<file path="src/rtl/period_timer_pwm_defines.vh">
`ifndef PERIOD_TIMER_PWM_DEFINES_VH
`define PERIOD_TIMER_PWM_DEFINES_VH

// ****************************************
// Unit modes
// ****************************************
`define MODE_OFF 2'h0
`define MODE_PWM 2'h1
`define MODE_CAPTURE 2'h2
`define MODE_COMPARE 2'h3

// ****************************************
// Capture edge prescale select
// ****************************************
`define PRE_EVERY_1 2'h0
`define PRE_EVERY_4 2'h1
`define PRE_EVERY_16 2'h2
`define PRE_EVERY_FALL 2'h3

// ****************************************
// Reset values and timebase wrap value
// ****************************************
`define TIMER_RESET 8'h00
`define TIMEBASE_RESET 16'h0000
`define TIMEBASE_MAX 16'hffff

`endif

</file>
<file path="src/rtl/period_timer_pwm_and_capture.v">
`timescale 1ns/1ps
`default_nettype none
`include "period_timer_pwm_defines.vh"
module period_timer_pwm_and_capture (
    input wire CLK_SYS,
    input wire NRST,
    input wire [1:0] MODE,
    input wire MODE_WE,
    input wire TIMER_ON,
    input wire [7:0] PERIOD_LIMIT_REGISTER,
    input wire [7:0] DUTY_VALUE_REGISTER,
    input wire PIN_DIRECTION_OUTPUT,
    input wire [1:0] CAPTURE_PRESCALE,
    input wire CAPTURE_PIN,
    input wire [15:0] COMPARE_VALUE,
    input wire SPECIAL_EVENT_EN,
    input wire MATCH_FLAG_CLR,
    input wire CAPTURE_FLAG_CLR,
    input wire OVERFLOW_FLAG_CLR,
    output reg PWM_PIN_O,
    output reg PWM_PIN_OE,
    output reg [7:0] PERIOD_TIMER,
    output reg [15:0] CAPTURE_TIMEBASE,
    output reg [15:0] CAPTURE_VALUE,
    output reg PERIOD_MATCH_FLAG,
    output reg CAPTURE_EVENT_FLAG,
    output reg TIMEBASE_OVERFLOW_FLAG,
    output reg [1:0] MODE_STATE
);

    // ****************************************
    // Input synchroniser and edge detect
    // ****************************************
    reg cap_meta_q;
    reg cap_sync_q;
    reg cap_prev_q;
    reg [3:0] edge_cnt_q;
    reg [3:0] edge_cnt_d;
    reg cap_fire;
    wire rise = cap_sync_q & ~cap_prev_q;
    wire fall = ~cap_sync_q & cap_prev_q;
    wire capture_mode = (MODE_STATE == `MODE_CAPTURE);

    always @* begin
        edge_cnt_d = edge_cnt_q;
        cap_fire = 1'b0;
        case (CAPTURE_PRESCALE)
            `PRE_EVERY_1: begin
                cap_fire = rise;
            end
            `PRE_EVERY_FALL: begin
                cap_fire = fall;
            end
            `PRE_EVERY_4: begin
                if (rise) begin
                    edge_cnt_d = edge_cnt_q + 4'h1;
                    cap_fire = (edge_cnt_q[1:0] == 2'h3);
                end
            end
            default: begin
                if (rise) begin
                    edge_cnt_d = edge_cnt_q + 4'h1;
                    cap_fire = (edge_cnt_q == 4'hf);
                end
            end
        endcase
        if (!capture_mode) begin
            edge_cnt_d = 4'h0;
            cap_fire = 1'b0;
        end
    end

    always @(posedge CLK_SYS) begin
        if (!NRST) begin
            cap_meta_q <= 1'b0;
            cap_sync_q <= 1'b0;
            cap_prev_q <= 1'b0;
            edge_cnt_q <= 4'h0;
        end else begin
            // Two stages before any logic sees the pin
            cap_meta_q <= CAPTURE_PIN;
            cap_sync_q <= cap_meta_q;
            cap_prev_q <= cap_sync_q;
            edge_cnt_q <= edge_cnt_d;
        end
    end

    // ****************************************
    // Mode register
    // ****************************************
    always @(posedge CLK_SYS) begin
        if (!NRST) begin
            MODE_STATE <= `MODE_OFF;
        end else if (MODE_WE) begin
            MODE_STATE <= MODE;
        end
    end

    // ****************************************
    // Period timer and pulse output
    // ****************************************
    // match detect on current count
    wire period_match = TIMER_ON && (PERIOD_TIMER == PERIOD_LIMIT_REGISTER);
    wire pwm_mode = (MODE_STATE == `MODE_PWM);

    always @(posedge CLK_SYS) begin
        if (!NRST) begin
            PERIOD_TIMER <= `TIMER_RESET;
            PERIOD_MATCH_FLAG <= 1'b0;
            PWM_PIN_O <= 1'b0;
            PWM_PIN_OE <= 1'b0;
        end else begin
            // clear then count up; ffh rolls naturally
            // limit is only read here, never reloaded by hardware
            if (period_match) begin
                PERIOD_TIMER <= `TIMER_RESET;
            end else if (TIMER_ON) begin
                PERIOD_TIMER <= PERIOD_TIMER + 8'h01;
            end
            if (period_match) begin
                PERIOD_MATCH_FLAG <= 1'b1;
            end else if (MATCH_FLAG_CLR) begin
                PERIOD_MATCH_FLAG <= 1'b0;
            end
            // pulse uses only the period timer
            if (!pwm_mode) begin
                PWM_PIN_O <= 1'b0;
            end else if (period_match) begin
                PWM_PIN_O <= 1'b1;
            end else if (TIMER_ON && (PERIOD_TIMER + 8'h01 == DUTY_VALUE_REGISTER)) begin
                // duty above limit never reached, stays high
                PWM_PIN_O <= 1'b0;
            end
            // drive only when pin set as output
            PWM_PIN_OE <= pwm_mode & PIN_DIRECTION_OUTPUT;
        end
    end

    // ****************************************
    // Timebase, capture and special event
    // ****************************************
    wire compare_mode = (MODE_STATE == `MODE_COMPARE);
    wire cmp_hit = compare_mode && (CAPTURE_TIMEBASE == COMPARE_VALUE);
    wire wrap = (CAPTURE_TIMEBASE == `TIMEBASE_MAX);

    always @(posedge CLK_SYS) begin
        if (!NRST) begin
            CAPTURE_TIMEBASE <= `TIMEBASE_RESET;
            CAPTURE_VALUE <= `TIMEBASE_RESET;
            CAPTURE_EVENT_FLAG <= 1'b0;
            TIMEBASE_OVERFLOW_FLAG <= 1'b0;
        end else begin
            if (cmp_hit && SPECIAL_EVENT_EN) begin
                CAPTURE_TIMEBASE <= `TIMEBASE_RESET;
            end else begin
                CAPTURE_TIMEBASE <= CAPTURE_TIMEBASE + 16'h0001;
            end
            if (cap_fire) begin
                CAPTURE_VALUE <= CAPTURE_TIMEBASE;
            end
            // flag set even when interrupt unused
            if (cap_fire || cmp_hit) begin
                CAPTURE_EVENT_FLAG <= 1'b1;
            end else if (CAPTURE_FLAG_CLR) begin
                CAPTURE_EVENT_FLAG <= 1'b0;
            end
            // overflow flag only on genuine wrap
            if (wrap) begin
                TIMEBASE_OVERFLOW_FLAG <= 1'b1;
            end else if (OVERFLOW_FLAG_CLR) begin
                TIMEBASE_OVERFLOW_FLAG <= 1'b0;
            end
        end
    end

endmodule
`default_nettype wire

</file>
<file path="config.mk">
export PLATFORM = sky130hd
export DESIGN_NAME = period_timer_pwm_and_capture
export DESIGN_NICKNAME = d
export VERILOG_FILES = /design/src/rtl/period_timer_pwm_and_capture.v
export VERILOG_INCLUDE_DIRS = /design/src /design/src/rtl
export SDC_FILE = /design/constraint.sdc
export NUM_CORES = 1
export LEC_CHECK = 0
export ABC_AREA = 1
export BUFFER_PORTS_ARGS = -buffer_cell sky130_fd_sc_hd__buf_4
export CAP_MARGIN = 20
export CORE_UTILIZATION = 51
export CTS_CLUSTER_SIZE = 24
export DETAILED_ROUTE_END_ITERATION = 8
export PLACE_DENSITY = 0.8
export SLEW_MARGIN = 40
export SYNTH_ARGS = -nofsm -noshare
export SYNTH_HDL_FRONTEND = slang
export SYNTH_SLANG_ARGS = --single-unit
export TNS_END_PERCENT = 10
</file>
<file path="constraint.sdc">
create_clock -name CLK_SYS -period 1.8 [get_ports CLK_SYS]
set_input_delay 0.18 -clock CLK_SYS [delete_from_list [all_inputs] [get_ports CLK_SYS]]
set_output_delay 0.18 -clock CLK_SYS [all_outputs]
set_load 0.005 [all_outputs]
</file>
---- Yosys cells after proc, flatten, opt, wreduce, memory -nomap -nowiden ----
Index checks and enable logic that the tools add are counted.
operators by class
  $add $sub $neg .......................... 3
  equality and inequality tests ........... 11
  muxes and demuxes ....................... 12
  bitwise operators ....................... 7
  reductions and logical operators ........ 16
operators by type and width
  cell                                                             number
  16-bit by 1-bit adder with 16-bit output, second input constant  1
  16-bit == test                                                   1
  16-bit == test, second input constant                            1
  8-bit == test                                                    2
  1-bit two-way mux                                                11
  8-bit by 1-bit adder with 8-bit output, second input constant    1
  2-bit == test, second input constant                             4
  2-bit nonzero test                                               4
  2-bit AND reduction                                              3
  2-bit OR reduction                                               3
  4-bit by 1-bit adder with 4-bit output, second input constant    1
  2-bit by 1-bit == test with 1-bit output, second input constant  2
  4-bit == test, second input constant                             1
  1-bit logical AND                                                4
  1-bit inverter                                                   4
  1-bit bitwise AND                                                3
  1-bit one-hot mux with 3 select lines                            1
  2-bit logical NOT                                                1
  1-bit logical OR                                                 1
storage, ports and cells
  bits in registers ....................... 54
  input bits .............................. 46
  output and inout port bits .............. 47
  word-level logic and storage cells ...... 62

---- Logic depth before layout (Yosys ltp) ----
  depth after elaboration ................. 7
  depth in mapped cells ................... 12
  depth with buffers taken out ............ 12

---- Worst setup path after synthesis ----
No wires, ideal clock.
  path kind ............................... flip-flop to flip-flop
  from .................................... register CAPTURE_TIMEBASE[0]
  to ...................................... register CAPTURE_TIMEBASE[14]
  setup time .............................. 0.064 ns
  arrival time ............................ 1.437 ns
  data required time ...................... 1.736 ns
  slack ................................... 0.299 ns
  cell stages (with the launch flop) ...... 10
  clock period less this slack ............ 1.501 ns
  cell sequence ........................... dfxtp_1 -> ha_1 -> nand3_2 -> nor2_2 -> and3_4 -> nand2_4 -> nor2_2 -> xor2_1 -> inv_1 -> nor2_1
on the way
  cells in the longest elaborated chain, start to end .. 4
  elaborated cells on any way between the ends .. 5
ends and longest elaborated chain
  item                                                                                              RTL line                            RTL
  start, declared                                                                                   period_timer_pwm_and_capture.v:23   output reg [15:0] CAPTURE_TIMEBASE,
  start signal, assigned                                                                            period_timer_pwm_and_capture.v:148  CAPTURE_TIMEBASE <= `TIMEBASE_RESET;
  start signal, assigned                                                                            period_timer_pwm_and_capture.v:154  CAPTURE_TIMEBASE <= `TIMEBASE_RESET;
  start signal, assigned                                                                            period_timer_pwm_and_capture.v:156  CAPTURE_TIMEBASE <= CAPTURE_TIMEBASE + 16'h0001;
  parallel branches: the longest is 4 deep, another holds 16-bit by 1-bit adder with 16-bit output  --
Parallel ways; which one is timed is not known.
A chain may end at the register's enable or synchronous reset.

---- Final worst setup path ----
Same ends and word-level chain as after synthesis.

==> impl_metrics.tcl <==
set metrics [dict create \
    crit_top_cell "nor2_2" \
    routed_wl_um 7140 \
    syn_area_um2 2870 \
    area_growth_pct 34.1 \
    crit_chain "ha_1, nand3_2, nor2_2, and3_4, nand2_4, nor2_2, xor2_1, inv_1, nor2_1" \
    slew_headroom_pct 74.2 \
    path_clk_slew_ps 100 \
    root_buffer "clkbuf_8" \
    dpl.cell_count 566 \
    r2r-start "CAPTURE_TIMEBASE[0]" \
    io_buffers 92 \
    critPathLaunchType "register" \
    io_pins 93 \
    n_fill_cell 438 \
    period_needed_ps 1670 \
    layout.cells.most_common_list "106 x buf_4, 76 x nand2_1, 53 x dfxtp_1, 53 x inv_1, 36 x nor2_1" \
    r2r-end "CAPTURE_TIMEBASE[14]" \
    finClkSkew_ps 6.97 \
    core.rowCount 26 \
    max_clock_freq_ghz 0.600 \
    drcViolationCount 0 \
    hold_start "CAPTURE_PIN" \
    hpwl_um 5530 \
    first_iter_violations 184 \
    arrival_ps 1920 \
    grt_pass1_vias 2645 \
    drive_above_1_share_pct 31.5 \
    place_area_um2 3700 \
    critical_path_required_ps 2050 \
    antenna_found_initial 0 \
    clk_path_buf_depth 2 \
    core_um2 5270 \
    endpoint "CAPTURE_TIMEBASE[14]" \
    cts_buffers 5 \
    htree_levels 2 \
    grtUsageTotal_pct 25.0 \
    routed_via_density 4.97 \
    ys_seq_elements 54 \
    synth-edff-count 0 \
    p_leak_uw 0.00178 \
    seq_area_frac_synth_pct 37.7 \
    dieArea_um2 5920 \
    wl_per_cell_um 12.4 \
    rsz0062_at_grt "false" \
    ant_nets 0 \
    cts_tree "yes" \
    finalSetupViolCount 0 \
    mostFrequentLayoutCell "buf_4" \
    instances_no_fill 574 \
    rrSetupSlack_ps 130 \
    start_util_pct 54.4 \
    layout.nets 555 \
    worst_hold_path_type "input pin to register" \
    synth.net_count 449 \
    cp_top_family "simple AND/OR/NAND/NOR gates" \
    yosysWarnings 0 \
    n_antenna_cell 0 \
    stdcell_area_um2 3840 \
    grt_pass1_wl_um 12000 \
    crit_fanout 5 \
    firstDrtPassIters 4 \
    crit_path_max_incr_delay_ps 430 \
    async_flop_share_pct 0 \
    grt_overflow 0 \
    post-route-util_pct 73.0 \
    crit_start "CAPTURE_TIMEBASE[0]" \
    fin_crit_sh_pct 92.7 \
    synth_ff_type "dfxtp_1" \
    tightest_slew_ps 384 \
    crit_slowest_cell "dfxtp_1" \
    cts_setup_buffers 0 \
    max-vdd-ir-drop_mv 0.432 \
    die_w_um 77.0 \
    max-cap-violations 0 \
    vias 2850 \
    finalPower_uw 2460 \
    crit_buf_inv 1 \
    worst-path-stages 9 \
    grt_max_degree 28 \
    syn_avg_cell_area_um2 7.22 \
    place.gp.congestion 0.833 \
    status "complete, no violations" \
    end_kind "register" \
    cellPowerDensity_nw_per_um2 639 \
    insertion_delay_ps 310 \
    synth_cells 397 \
    numClockSinks 54 \
    finalHoldViolations 0 \
    slew_viol_final 0 \
    synth.distinct_cells 37 \
    crit_type "register to register" \
    die_h_um 77.0 \
    r2r_cells 9 \
]
## cells in the mapped netlist (2+ instances only)
library cell	number	area [um2]
nand3_2	6	60.1
inv_1	53	199
nor2_1	36	135
a21oi_1	23	115
nor2_2	19	119
xor2_1	17	149
inv_2	7	26.3
or2_1	2	12.5
dfxtp_1	54	1080
buf_2	2	10.0
a21oi_2	3	26.3
nor3_1	3	15.0
xnor2_1	8	70.1
ha_1	6	75.1
a211oi_1	2	15.0
o21ai_0	16	80.1
o22ai_1	3	18.8
nand2_1	76	285
buf_6	2	22.5
nand3b_1	2	15.0
o21ai_1	9	45.0
nand3_1	29	145
nand4_1	5	31.3
## flip-flops by register name (all words and copies together) (netlist names), 2 cells and up
name              count
CAPTURE_TIMEBASE     16
CAPTURE_VALUE        16
MODE_STATE            2
PERIOD_TIMER          8
edge_cnt_q            4
## tightest hold or removal path, stage by stage
cell and delay [ps]:
buf_4 80, nand2_1 40, inv_1 40
## stage by stage
stage	setup TNS (ps)	setup slack (ps)	hold WS (ps)
floorplan	0	299	278
global placement	0	53.9	381
detailed placement	-150	-71.1	373
CTS	0	50.3	43.7
global route	0	20.1	54.0
finish	0	132	48.9
## power by group
part / total [uW] / leakage (uW) / switching [uW] / internal, uW
Clock: 958 / 0.0000683 / 401 / 557
Sequential: 1230 / 0.000437 / 18.9 / 1210
Combinational: 269 / 0.00127 / 129 / 141
## cell type report
class                   instances  area [um2]  share of cell area, %
multi-input cells             275        1510                   39.2
flip-flops and latches         54        1080                   28.1
repair buffers                106         796                   20.7
well taps                      70        87.6                   2.28
clock inverters                 3        68.8                   1.79
inverters                      61         234                   6.09
clock buffers                   5        68.8                   1.79
## layer usage
layer	vias up	track usage, %	routed length (um)
met5	-	0	0
met4	0	6.79	83
met3	9	4.52	453
met2	98	44.5	3500
met1	1273	30.7	3100
li1	1470	-	-
## logic make-up (layout without fill, tap and decap cells)
| kind of cell | count (synthesis) | count (layout) | synth area share (%) |
|---|---|---|---|
| AOI/OAI and AO/OA | 59 | 59 | 11.6 |
| xor gates and xnor gates | 25 | 25 | 7.64 |
| adders and majority gates | 6 | 6 | 2.62 |
| buffers and inverters | 68 | 175 | 9.69 |
| DFF | 54 | 54 | 37.7 |
| and+or+nand+nor | 185 | 185 | 30.7 |
## worst min path at each step
| stage | end | slack [ps] | depth (start not counted) |
|---|---|---|---|
| after detailed placement | cap_meta_q | 370 | 3 |
| after global placement | cap_meta_q | 380 | 3 |
| after floorplan | cap_meta_q | 280 | 2 |
| final | cap_meta_q | 50 | 3 |
| after CTS | cap_meta_q | 40 | 3 |
| after global routing | cap_meta_q | 50 | 3 |
## what timing repair did
item,in CTS,in global routing
resized for setup,0,3
hold buffers,0,0
endpoints found under the setup margin,0,12
endpoints found under the hold margin,0,0
No activity file was read; power rests on OpenSTA's default activity.
